`config.mk`:
```
export PLATFORM = sky130hd
export DESIGN_NAME = lsic_regs
export DESIGN_NICKNAME = d
export VERILOG_FILES = /design/src/common/lsic_pkg.sv /design/src/rtl/lsic_frame_check.sv /design/src/rtl/lsic_regs.sv
export SDC_FILE = /design/constraint.sdc
export NUM_CORES = 1
export LEC_CHECK = 0
export BUFFER_PORTS_ARGS = -buffer_cell sky130_fd_sc_hd__buf_2
export CAP_MARGIN = 5
export CORE_MARGIN = 1
export CORE_UTILIZATION = 30
export DETAILED_ROUTE_END_ITERATION = 8
export GPL_TIMING_DRIVEN = 0
export PLACE_DENSITY = 0.71
export SLEW_MARGIN = 20
export SYNTH_ARGS = -nofsm -noshare
export SYNTH_HDL_FRONTEND = slang
export SYNTH_SLANG_ARGS = --single-unit
```
`constraint.sdc`:
```
create_clock -name clock -period 1.7 [get_ports clock]
set_clock_uncertainty 0.05 [all_clocks]
set_input_delay 0.51 -clock clock [delete_from_list [all_inputs] [get_ports clock]]
set_output_delay 0.51 -clock clock [all_outputs]
set_load 0.05 [all_outputs]
```
`src/common/lsic_pkg.sv`:
```
// constants and types for the link security and interrupt configuration block
// Behaviour
// (RULE_01) Verification on: check value compared once every sixteenth frame; off: never.
// (RULE_02) Link verification enable is config bit 7 and resets set, so config resets to 0x80.
// (RULE_03) Repeater enable bit 5 set makes the transmitter a repeater; clear stops it.
// (RULE_04) Encryption mode 4:3: 00 authenticated, 01 register, 10 always, 11 in-band per frame.
// (RULE_05) After reset the mode field is 11 if the repeater strap is set, else 00.
// (RULE_06) With qualify bit 1 clear, a detected receiver raises the detect interrupt at once.
// (RULE_07) With qualify bit 1 set, the detect interrupt also needs receive lock.
// (RULE_08) Enable bit 7 gates indirect access completion into the interrupt.
// (RULE_09) Enable bit 6 gates receiver detection into the interrupt.
// (RULE_10) Enable bit 5 gates forwarded downstream interrupt requests into the interrupt.
// (RULE_11) Global enable bit 0 gates the interrupt output; all interrupt enables reset to zero.
// (RULE_12) The global status flag is set whenever any enabled source is indicated.
// (RULE_13) Indirect access completion is reported at bit 7 of the status register at 0xC7.
// (RULE_14) Interrupt out is on when enabled and a source pends; reserved bits read zero.
package lsic_pkg;
   localparam logic [7:0] LSIC_CFG_OFF       = 8'hC2;
   localparam logic [7:0] LSIC_IEN_OFF       = 8'hC6;
   localparam logic [7:0] LSIC_ISR_OFF       = 8'hC7;
   localparam logic [7:0] LSIC_FRM_OFF       = 8'hD0; // frame-check status
   localparam logic [7:0] LSIC_CFG_RST       = 8'h80;
   localparam logic [7:0] LSIC_CFG_MASK      = 8'hBA; // writable config bits
   localparam logic [7:0] LSIC_IEN_RST       = 8'h00;
   localparam logic [7:0] LSIC_IEN_MASK      = 8'hE1;
   localparam logic [7:0] LSIC_SRC_MASK      = 8'hE0; // sticky source bits of status
   localparam logic [7:0] LSIC_ISR_MASK      = 8'hE1; // sources plus summary flag
   localparam int         LSIC_B_ELV         = 7;
   localparam int         LSIC_B_RPT         = 5;
   localparam int         LSIC_B_MODE_HI     = 4;
   localparam int         LSIC_B_MODE_LO     = 3;
   localparam int         LSIC_B_QUAL        = 1;
   localparam int         LSIC_B_IND         = 7;
   localparam int         LSIC_B_DET         = 6;
   localparam int         LSIC_B_DS          = 5;
   localparam int         LSIC_B_GLB         = 0;
   localparam int         LSIC_CHECK_PERIOD  = 16;
   typedef enum logic [1:0]
   {
      LSIC_ENC_AUTH   = 2'h0,
      LSIC_ENC_REG    = 2'h1,
      LSIC_ENC_ALWAYS = 2'h2,
      LSIC_ENC_INBAND = 2'h3
   } lsic_enc_mode_t;
endpackage : lsic_pkg

```
`src/rtl/lsic_frame_check.sv`:
```
// frame counter that fires a link check value comparison every sixteenth frame
`timescale 1ns/10ps
module lsic_frame_check
   import lsic_pkg::*;
#(
   parameter int PERIOD = LSIC_CHECK_PERIOD
)
(
   input  wire logic clock,
   input  wire logic rst_n,
   input  wire logic enable,
   input  wire logic frame_start,
   output logic      check_req_ff
);
   localparam int CW = $clog2(PERIOD);
   logic [CW-1:0] frame_cnt_ff;

   // count frames only while enabled so each enable starts a fresh period
   always_ff @(posedge clock or negedge rst_n)
   begin
      if (!rst_n)
      begin
         frame_cnt_ff <= '0;
         check_req_ff <= 1'b0;
      end
      else
      begin
         check_req_ff <= 1'b0;
         if (!enable)
            frame_cnt_ff <= '0;
         else if (frame_start)
         begin
            frame_cnt_ff <= (frame_cnt_ff == CW'(PERIOD - 1)) ? '0 : CW'(frame_cnt_ff + 1'b1);
            check_req_ff <= (frame_cnt_ff == CW'(PERIOD - 1)); // [RULE_01]
         end
      end
   end
endmodule : lsic_frame_check

```
`src/rtl/lsic_regs.sv`:
```
// apb register bank for link security config and interrupt control
`timescale 1ns/10ps
module lsic_regs
   import lsic_pkg::*;
(
   input  wire logic        clock,
   input  wire logic        rst_n,
   input  wire logic        psel,
   input  wire logic        penable,
   input  wire logic        pwrite,
   input  wire logic [31:0] paddr,
   input  wire logic [31:0] pwdata,
   output logic      [31:0] prdata,
   output logic             pready,
   output logic             pslverr,
   input  wire logic        repeater_strap,
   input  wire logic        frame_start,
   input  wire logic        frame_check_match,
   input  wire logic        receiver_detected,
   input  wire logic        receiver_lock,
   input  wire logic        downstream_irq,
   input  wire logic        indirect_done,
   output logic             enhanced_link_verify_en,
   output logic             repeater_enable,
   output logic      [1:0]  encrypt_mode,
   output logic             encrypt_per_frame_inband,
   output logic             link_check_strobe,
   output logic             irq_out
);
   logic [7:0]     cfg_ff;
   logic [7:0]     ien_ff;
   logic [7:0]     isr_ff;
   logic [7:0]     nxt_isr;
   logic           strap_taken_ff;
   logic           inband_ff;
   logic           check_req;
   logic           check_fail_ff;
   logic [31:0]    prdata_ff;
   logic           pready_ff;
   logic           pslverr_ff;
   logic           irq_ff;
   logic           det_event;
   logic           access;
   logic [7:0]     reg_addr;

   // decode byte address to register offset; word aligned only
   function automatic logic known_addr(input logic [31:0] a);
      known_addr = (a[31:10] == '0) && (a[1:0] == 2'h0)
         && ((a[9:2] == LSIC_CFG_OFF) || (a[9:2] == LSIC_IEN_OFF)
         || (a[9:2] == LSIC_ISR_OFF) || (a[9:2] == LSIC_FRM_OFF));
   endfunction : known_addr

   assign access   = psel && penable && pready_ff;
   assign reg_addr = paddr[9:2];

   // detect qualification: bare detect or detect plus lock
   assign det_event = receiver_detected
      && (!cfg_ff[LSIC_B_QUAL] || receiver_lock); // [RULE_06] [RULE_07]

   // one wait state: pready rises in the second access cycle
   always_ff @(posedge clock or negedge rst_n)
   begin
      if (!rst_n)
         pready_ff <= 1'b0;
      else
         pready_ff <= psel && penable && !pready_ff;
   end

   // config register; the strap is caught by a clocked process after reset
   // the in-band flag is kept beside the field so that its pin comes from a flop
   // and still changes on the same edge as the mode field
   always_ff @(posedge clock or negedge rst_n)
   begin
      if (!rst_n)
      begin
         cfg_ff         <= LSIC_CFG_RST; // [RULE_02]
         inband_ff      <= 1'b0;
         strap_taken_ff <= 1'b0;
      end
      else if (!strap_taken_ff)
      begin
         strap_taken_ff <= 1'b1;
         cfg_ff[LSIC_B_MODE_HI:LSIC_B_MODE_LO] <= repeater_strap ?
            LSIC_ENC_INBAND : LSIC_ENC_AUTH; // [RULE_05]
         inband_ff      <= repeater_strap; // [RULE_05]
      end
      else if (access && pwrite && known_addr(paddr) && reg_addr == LSIC_CFG_OFF)
      begin
         cfg_ff    <= pwdata[7:0] & LSIC_CFG_MASK; // [RULE_03] [RULE_04]
         inband_ff <= pwdata[LSIC_B_MODE_HI:LSIC_B_MODE_LO] == LSIC_ENC_INBAND; // [RULE_04]
      end
   end

   // interrupt enable register
   always_ff @(posedge clock or negedge rst_n)
   begin
      if (!rst_n)
         ien_ff <= LSIC_IEN_RST; // [RULE_11]
      else if (access && pwrite && known_addr(paddr) && reg_addr == LSIC_IEN_OFF)
         ien_ff <= pwdata[7:0] & LSIC_IEN_MASK;
   end

   // status: sticky sources cleared by reading, a new event beats the clear
   always_comb
   begin
      nxt_isr = isr_ff;
      if (access && !pwrite && known_addr(paddr) && reg_addr == LSIC_ISR_OFF)
         nxt_isr = 8'h00;
      if (indirect_done)
         nxt_isr[LSIC_B_IND] = 1'b1; // [RULE_13]
      if (det_event)
         nxt_isr[LSIC_B_DET] = 1'b1;
      if (downstream_irq)
         nxt_isr[LSIC_B_DS] = 1'b1;
      // summary uses the new source bits so it never lags them [RULE_08] [RULE_09] [RULE_10]
      nxt_isr[LSIC_B_GLB] = |(nxt_isr & ien_ff & LSIC_SRC_MASK); // [RULE_12]
   end

   always_ff @(posedge clock or negedge rst_n)
   begin
      if (!rst_n)
         isr_ff <= 8'h00;
      else
         isr_ff <= nxt_isr;
   end

   // periodic link check; a mismatch at a check is held for software
   lsic_frame_check #(.PERIOD(LSIC_CHECK_PERIOD)) u_frame_check
   (
      .clock        (clock),
      .rst_n        (rst_n),
      .enable       (cfg_ff[LSIC_B_ELV]),
      .frame_start  (frame_start),
      .check_req_ff (check_req)
   );

   always_ff @(posedge clock or negedge rst_n)
   begin
      if (!rst_n)
         check_fail_ff <= 1'b0;
      else if (check_req && !frame_check_match)
         check_fail_ff <= 1'b1; // [RULE_01]
      else if (access && !pwrite && known_addr(paddr) && reg_addr == LSIC_FRM_OFF)
         check_fail_ff <= 1'b0;
   end

   // read data and error; reserved bits read zero
   always_ff @(posedge clock or negedge rst_n)
   begin
      if (!rst_n)
      begin
         prdata_ff  <= 32'h0000_0000;
         pslverr_ff <= 1'b0;
      end
      else
      begin
         prdata_ff  <= 32'h0000_0000;
         pslverr_ff <= 1'b0;
         if (psel && penable && !pready_ff)
         begin
            if (!known_addr(paddr))
               pslverr_ff <= 1'b1;
            else if (reg_addr == LSIC_CFG_OFF)
               prdata_ff[7:0] <= cfg_ff; // [RULE_14]
            else if (reg_addr == LSIC_IEN_OFF)
               prdata_ff[7:0] <= ien_ff;
            else if (reg_addr == LSIC_ISR_OFF)
               prdata_ff[7:0] <= isr_ff;
            else
               prdata_ff[0] <= check_fail_ff;
         end
      end
   end

   // interrupt pin, global enable gating the summary flag
   always_ff @(posedge clock or negedge rst_n)
   begin
      if (!rst_n)
         irq_ff <= 1'b0;
      else
         irq_ff <= ien_ff[LSIC_B_GLB] && isr_ff[LSIC_B_GLB]; // [RULE_11] [RULE_14]
   end

   assign prdata                   = prdata_ff;
   assign pready                   = pready_ff;
   assign pslverr                  = pslverr_ff;
   assign irq_out                  = irq_ff;
   assign enhanced_link_verify_en  = cfg_ff[LSIC_B_ELV];
   assign repeater_enable          = cfg_ff[LSIC_B_RPT];
   assign encrypt_mode             = cfg_ff[LSIC_B_MODE_HI:LSIC_B_MODE_LO];
   assign encrypt_per_frame_inband = inband_ff;
   assign link_check_strobe        = check_req;
endmodule : lsic_regs

```
==> impl.org, run 1 <==
** Synth
- Adder and majority cell fraction of the synthesized area :: 0.00677
- Asr flop ratio synth :: 1.00
- Multiplexer share of the synthesized area :: 0.0718
- Largest family of logic cells by synthesized area :: simple AND/OR/NAND/NOR gates
- Cell count after synthesis :: 176
- Of the synthesized area, sequential elements account for 0.420.
- Syn. warnings :: 0
- Of the total synthesized cell area, the portion taken by XOR and XNOR cells is 0.00474.
- Synth Area per Inst :: 10.5 um^2
- Of the total synthesized cell area, the portion taken by AND, OR, NAND and NOR gates is 0.252.
- Number of register bits inferred by synthesis :: 31
- In this run, synthesis inferred 0 flip-flops with an integrated enable.
- The area fraction in compound gates after synthesis came to 0.108.
- Netlist Area Pre-Place :: 0.00185 mm^2
- In the synthesized netlist the dominant register cell turns out to be sky130_fd_sc_hd__dfrtp_1.
- Count of unique library cells instantiated by Yosys :: 50

** STA
- The number of hold violations in the final report is 0.
- The worst path in the final design needs a cycle of 1720 ps, including I/O delays and setup.
- The number of slew-limit violations in the final report is 0.
- Worst Max-Slew Pin Slew :: 668 ps
- Total negative setup slack :: -42.8 ps
- F_max :: 582 MHz
- Worst Setup Slack, final :: -17.8 ps
- Period utilization :: 1.01
- Headroom to the max-slew limit came out at 0.555.
- Setup violations remaining at the end of the flow were counted as 3.
- Unrepaired setup endpoints after global routing :: true

** Pwr
- Total power divided by cell area :: 652 mW/mm^2
- VDD IR max :: 0.246 mV
- For this design the static power due to leakage is 1.31 nW.

** Floorplanning
- Row generation in the floorplan step produced 28 rows.
- Full die area :: 0.00648 mm^2
- In this run the vertical extent of the chip is 80.5 um.
- Starting Density :: 0.312
- For this design the top-level I/O count stands at 117.
- Core Footprint :: 0.00592 mm^2
- In this run the horizontal extent of the chip is 80.5 um.

** GRT
- Entering global routing, the biggest net connects 32 pins.
- For this run the aggregate overflow at the end of global routing stands at 0.
- First-pass GRT wire length :: 6640 um
- Vias in the first global route :: 1477
- Antenna violations before repair :: 0
- For this run, the total global-route usage over all layers was measured as 0.135.

** Clocking
- In this run the deepest clock path goes through 2 buffers.
- Number of clock buffers inserted by TritonCTS :: 5
- At the later pin of the worst-skew pair, clock insertion delay measures 280 ps.
- TritonCTS clock tree :: done
- Clock-pin slew was measured on the worst setup and hold paths at 60 ps.
- The clock net in this run drives a total of 31 sinks.
- The root buffer cell chosen for the clock tree is sky130_fd_sc_hd__clkbuf_8.
- CTS H-tree lvls :: 2

** Cells and area
- Final standard cell utilization of the core :: 0.449
- Flip-flop and latch area :: 778 um^2
- Antenna Cells :: 0
- Footprint of the multi-input gates :: 0.00102 mm^2
- Final nets :: 352
- The area growth from synthesis to layout is 43.9%.
- Fill cells :: 564
- In the final layout, the share of cells above drive strength 1 is 0.493.

** Drt
- For this run, the detailed router's first-pass iteration total came to 4.
- Via count :: 1588
- Via count normalized by instance count :: 4.52
- For this block, the routed nets add up to 4310 um of wire.
- For this run, design rule violations remaining after detail routing come to 0.
- The first routing iteration left 92 violations.
- Final ANT Viol Nets :: 0
- Dividing the detail-routed wire length by the instance count gives 12.3 um.

** Worst setup path
- Data required time at the worst endpoint :: 1810 ps
- Crit end category :: flip-flop
- The critical path in this run is classified as input port to flip-flop.
- Largest fanout on the critical path :: 4
- At the worst endpoint, the arrival time is 1830 ps.
- Critical path launch point type :: input port

** Flow run
- The tool flagged a number of max-cap violations equal to 0.

** Place
- Port Buffer Count :: 64
- Routability-driven placement finished with a final weighted congestion of 0.809.
- The wire-length estimate of the detail-placed layout is 3260 um.

** Min path
- The min-delay analysis places its worst path in the category input port to async pin.

** Outcome
- The final reports fail on negative setup slack.
- The flow ran to the end, but the final reports show violations.
==> cells in the mapped netlist (all sizes together), types with 2 or more instances <==
cell type | count | share of area
mux2i | 2 | 0.011
nand3 | 3 | 0.0081
buf | 29 | 0.12
nor2 | 10 | 0.020
nand2b | 2 | 0.0068
nand2 | 8 | 0.016
a211oi | 2 | 0.0081
and4 | 3 | 0.015
nand4b | 2 | 0.018
o31ai | 4 | 0.016
a22oi | 2 | 0.0081
mux2 | 10 | 0.061
and2 | 4 | 0.014
nor3 | 7 | 0.022
dfrtp | 30 | 0.41
a21oi | 3 | 0.0081
inv | 5 | 0.010
nand4 | 5 | 0.020
o21ai | 4 | 0.013
nor2b | 4 | 0.014
a31oi | 8 | 0.027
nor4 | 9 | 0.053
conb | 2 | 0.0041
==> final cells by class <==
class                      count  area share
multi-input combinational    135       0.385
clock buffer                   7      0.0325
tap                           75      0.0353
sequential                    31       0.293
inverter                       5     0.00706
timing repair buffer          68       0.159
clock inverter                 1     0.00188
buffer                        29      0.0861
==> placed cells by master (no fill, tap or decap), types with 3 or more instances in the layout <==
master	n
sky130_fd_sc_hd__a21oi_1	3
sky130_fd_sc_hd__a31oi_1	8
sky130_fd_sc_hd__and2_1	3
sky130_fd_sc_hd__buf_2	55
sky130_fd_sc_hd__buf_4	30
sky130_fd_sc_hd__buf_6	9
sky130_fd_sc_hd__clkbuf_8	6
sky130_fd_sc_hd__conb_1	26
sky130_fd_sc_hd__dfrtp_1	29
sky130_fd_sc_hd__inv_1	5
sky130_fd_sc_hd__mux2_2	4
sky130_fd_sc_hd__mux2_4	6
sky130_fd_sc_hd__nand2_1	7
sky130_fd_sc_hd__nand3_1	3
sky130_fd_sc_hd__nand4_1	4
sky130_fd_sc_hd__nor2_1	9
sky130_fd_sc_hd__nor2b_1	4
sky130_fd_sc_hd__nor3_1	6
sky130_fd_sc_hd__nor4_1	3
sky130_fd_sc_hd__nor4_4	6
sky130_fd_sc_hd__o21ai_0	3
sky130_fd_sc_hd__o31ai_1	4
==> final timing paths <==
| path | from | end | slack (ps) | depth (start not counted) |
|---|---|---|---|---|
| max | paddr[10] | cfg_ff[5] | -20 | 5 |
| min | rst_n | prdata[7] | 210 | 1 |
| max reg2reg | pready | encrypt_per_frame_inband | 40 | 4 |
| min reg2reg | pready | pready | 420 | 1 |
| max in group asynchronous | rst_n | pready | 920 | 1 |
| min in group clock | pwdata[0] | ien_ff[0] | 410 | 2 |
==> registers in the layout (all words and copies together) (netlist names) <==
signal and flops:
strap_taken_ff 1, u_frame_check.frame_cnt_ff 4, ien_ff 4, cfg_ff 5
u_frame_check.check_req_ff 1, isr_ff 4, irq_out 1, check_fail_ff 1
encrypt_per_frame_inband 1, prdata 7, pslverr 1, pready 1
==> where the power goes <==
group	leakage (nW)	internal (W)	switching, W
Sequential	0.400	0.000748	0.00000721
Combinational	0.857	0.000140	0.000253
Clock	0.0482	0.000326	0.000259
Total	1.31	0.00121	0.000520
==> metal layers <==
metal | vias up | track usage | wire length (um) | share of wire
met3 | 4 | 0.0523 | 379 | 0.088
met1 | 723 | 0.160 | 1790 | 0.41
met2 | 68 | 0.220 | 2110 | 0.49
li1 | 793 | - | - | -
met4 | 0 | 0.0446 | 40 | 0.0093
met5 | - | 0 | 0 | 0
==> cell families (layout without fill, tap and decap cells) <==
kind of cell	count (synthesis)	after routing
AOI/OAI and AO/OA	29	29
buffers and inverters	34	110
muxes	12	12
adders and majority gates	1	1
xor gates and xnor gates	1	1
and+or+nand+nor	66	66
other	2	26
DFF	31	31
==> worst max-delay path, stage by stage <==
cell                     delay, ps
sky130_fd_sc_hd__buf_2         110
sky130_fd_sc_hd__nor4_4        330
sky130_fd_sc_hd__and4_4        310
sky130_fd_sc_hd__and4_4        260
sky130_fd_sc_hd__mux2_4        300
==> metrics by stage <==
stage	cells	worst slack [ps]	cell area, um^2	total power, W	hold slack [ps]
global placement	339	-347	2450	0.00114	413
detailed placement	339	-351	2450	0.00115	417
floorplan	200	-83.4	2040	0.00103	164
global route	351	-37.3	2660	0.00182	266
CTS	348	-15.0	2620	0.00174	239
finish	351	-17.8	2660	0.00173	211
==> timing repair <==
action                     CTS  global route
setup buffers                1             3
gates resized for setup      8             7
pin swaps                    7             7
setup endpoints to repair    5            11
hold buffers                 0             0
Power figures use the tool's default switching activity.
==> run 2: changes to the inputs <==
--- a/config.mk
+++ b/config.mk
@@ -5,13 +5,14 @@
 export SDC_FILE = /design/constraint.sdc
 export NUM_CORES = 1
 export LEC_CHECK = 0
+export ABC_CLOCK_PERIOD_IN_PS = 1700
 export BUFFER_PORTS_ARGS = -buffer_cell sky130_fd_sc_hd__buf_2
 export CAP_MARGIN = 5
 export CORE_MARGIN = 1
-export CORE_UTILIZATION = 30
+export CORE_UTILIZATION = 43
 export DETAILED_ROUTE_END_ITERATION = 8
 export GPL_TIMING_DRIVEN = 0
-export PLACE_DENSITY = 0.71
+export PLACE_DENSITY = 0.92
 export SLEW_MARGIN = 20
 export SYNTH_ARGS = -nofsm -noshare
 export SYNTH_HDL_FRONTEND = slang
==> run 2 against run 1 <==
The run now ends clean. Wire length is 4.3% higher. Sequential share of layout area fell by 0.12 points. Clock-buffer cell count is the same. Fmax up 1.3%. Combinational power increased by 2%. Design area grew 0.42%. Global-route usage increased by 5.6 points. Critical path type unchanged. Highest routed layer unchanged.
==> impl.org, run 2 (synthesis results as in run 1) <==
** STA
- Unrepaired setup endpoints after global routing: true (unchanged).
- The final clock period utilization by the worst path was 0.997 (was 1.01).
- Worst Max-Slew Pin Slew :: 669 ps (was 668 ps)
- F_max :: 590 MHz (was 582 MHz)
- Number of max-slew violations in the final report :: 0 (unchanged)
- The tightest slew margin relative to the limit came to 0.554 (was 0.555).
- Setup-failing EPs final :: 0 (was 3)
- Post-route minimum period :: 1700 ps (was 1720 ps)
- Endpoints failing hold :: 0 (unchanged)

** Cells and area
- Footprint of the multi-input gates :: 0.00107 mm^2 (was 0.00102 mm^2)
- The area taken by flip-flops and latches is 778 um^2 (unchanged).
- Most common cell after layout, fill and taps aside :: sky130_fd_sc_hd__buf_2 (unchanged)
- Commonest cells after routing, fill and taps aside: sky130_fd_sc_hd__buf_2 (53), sky130_fd_sc_hd__buf_4 (33), sky130_fd_sc_hd__dfrtp_1 (29) (was sky130_fd_sc_hd__buf_2 (55), sky130_fd_sc_hd__buf_4 (30), sky130_fd_sc_hd__dfrtp_1 (29)).
- The ratio of cells with drive above 1 in the final layout came to 0.520 (was 0.493).
- The area overhead of the layout relative to synthesis was 44.5% (was 43.9%).
- The post-layout instance count excluding filler cells is 327 (was 351).
- The number of flip-flops in the largest register is 7 (unchanged).
- Antenna Cells :: 0 (unchanged)
- Design Area, Final :: 0.00267 mm^2 (was 0.00266 mm^2)
- Fill cells :: 330 (was 564)
- Final nets :: 354 (was 352)

** Worst setup path
- The launching instance or port of the critical path is paddr[30] (was paddr[10]).
- Data required time at the worst endpoint :: 1810 ps (about the same)
- The critical-path cell with the highest stage delay was sky130_fd_sc_hd__nor4_4 (unchanged).
- Critical register-to-register path startpoint :: pready (unchanged)
- The biggest cell delay along the critical path came to 350 ps (was 330 ps).
- Critical path launch point type :: input port (unchanged)
- Sequence of cells on the critical path :: buf_6 > nor4_4 > and4_4 > and4_4 > mux2_4 (was buf_2 > nor4_4 > and4_4 > and4_4 > mux2_4)
- Critical path type :: input port to flip-flop (unchanged)
- Critical Path AT :: 1810 ps (was 1830 ps)
- The endpoint kind of the worst setup timing path is a flip-flop (unchanged).
- Largest fanout on the critical path :: 3 (was 4)
- The cell with the most instances on the worst path is sky130_fd_sc_hd__and4_4 (unchanged).

** Drt
- The post-route antenna net violation count came to 0 (unchanged).
- The detailed-route wire length came to 4500 um (was 4310 um).
- The post-detailed-route via-to-cell ratio is 5.00 (was 4.52).
- Via count :: 1636 (was 1588)
- The routed wirelength normalized by instance count is 13.8 um (was 12.3 um).
- The starting DRC count in detailed routing was 57 (was 92).
- Pre-Repair DR Iteration Count :: 4 (unchanged)
- The residual DRC count came to 0 (unchanged).

** GRT
- Vias in the first global route :: 1440 (was 1477)
- Grt ovf :: 0 (unchanged)
- The pin count of the biggest net entering global routing came to 32 (unchanged).
- First-pass GRT wire length :: 6280 um (was 6640 um)
- The total global routing track utilization is 0.190 (was 0.135).
- The initial antenna violation count came to 0 (unchanged).

** Outcome
- Status :: completed (was finished with violations)

** Clocking
- Number of clock buffers inserted by TritonCTS :: 5 (unchanged)
- The clock tree root driver cell is sky130_fd_sc_hd__clkbuf_8 (unchanged).
- Clk sink count :: 31 (unchanged)
- The clock insertion delay at the later pin of the skew report came to 280 ps (about the same).
- Clock buffer depth :: 2 (unchanged)
- The clock-pin slew reported for the worst setup and hold paths after clock tree synthesis came to 60 ps (about the same).
- The TritonCTS clock tree was done (unchanged).
- CTS H-tree lvls :: 2 (unchanged)

** Floorplanning
- The overall die width was 67.6 um (was 80.5 um).
- Starting Density :: 0.455 (was 0.312)
- The floorplan die height is 67.6 um (was 80.5 um).
- The count of pins on the block boundary was 117 (unchanged).
- Core Footprint :: 0.00406 mm^2 (was 0.00592 mm^2)
- Site row count :: 23 (was 28)
- Full die area :: 0.00456 mm^2 (was 0.00648 mm^2)

** Min path
- Path class of the lowest-slack min-delay path :: input port to async pin (unchanged)

** Place
- The placement-stage cell area was 0.00242 mm^2 (was 0.00245 mm^2).
- Half-perimeter wire length of the detailed placement result :: 3310 um (was 3260 um)
- The post-placement cell count was 314 (was 339).
- The weighted congestion reported at the end of routability-driven placement was 0.908 (was 0.809).
- The count of input and output buffers is 64 (unchanged).

** Pwr
- VDD IR max :: 0.310 mV (was 0.246 mV)
- Leak pwr :: 1.32 nW (was 1.31 nW)
- The power density over cell area is 632 mW/mm^2 (was 652 mW/mm^2).

** Flow run
- The max-capacitance violation count came to 0 (unchanged).
[run 2: cell count changes in the layout (fill, tap and decap cells not counted), moves of 2 or more]
| cell | previous run | this run |
|---|---|---|
| sky130_fd_sc_hd__nor4_2 | 0 | 2 |
| sky130_fd_sc_hd__nor2_2 | 1 | 3 |
| sky130_fd_sc_hd__nor4_1 | 3 | 0 |
| sky130_fd_sc_hd__nor2_1 | 9 | 7 |
| sky130_fd_sc_hd__buf_2 | 55 | 53 |
| sky130_fd_sc_hd__buf_4 | 30 | 33 |
[run 2: cell type report]
cell class | instances | area share
tap | 50 | 0.0234
timing repair buffer | 70 | 0.164
sequential | 31 | 0.291
clock buffer | 7 | 0.0286
buffer | 29 | 0.0858
inverter | 5 | 0.00703
multi-input combinational | 135 | 0.399
[run 2: path summary, 6_finish.rpt]
path                                         endpoint  slack, ps  depth (start not counted)
max                                         cfg_ff[1]          5                          5
min                        u_frame_check.check_req_ff        210                          1
max reg2reg                                 ien_ff[5]         60                          5
min reg2reg                                   irq_out        440                          1
max in group asynchronous                      pready        920                          1
min in group clock                          ien_ff[0]        410                          2
[run 2: critical path: cells and delay by family]
kind,cells,cell delay (ps)
multiplexers,1,300
buffers and inverters,1,100
AND/OR/NAND/NOR,3,900
[run 2: where the power goes]
group	switching, W	internal [W]
registers	0.00000767	0.000749
clock network	0.000250	0.000281
logic	0.000258	0.000142
[run 2: timing repair]
| item | 4_1_cts | 5_1_grt |
|---|---|---|
| setup buffers | 5 | 1 |
| setup endpoints to repair | 6 | 14 |
| gates resized for setup | 5 | 19 |
| hold buffers | 0 | 0 |
| pin swaps | 4 | 12 |
[run 2: metal layers]
metal	global-route usage	vias up	part of all wire
li1	-	797	-
met1	0.227	765	0.41
met2	0.319	65	0.53
met3	0.0355	9	0.047
met4	0.104	0	0.022
met5	0	-	0
[run 2: per-stage QoR]
stage	hold slack, ps	setup TNS (ps)	setup WS, ps	power (W)	utilization
floorplan	164	-776	-83.4	0.00103	-
global placement	408	-4010	-328	0.00114	0.597
detailed placement	424	-4990	-366	0.00115	0.597
CTS	229	-8.08	-8.08	0.00168	0.635
global route	263	-153	-30.8	0.00175	0.658
finish	212	0	4.77	0.00169	0.658
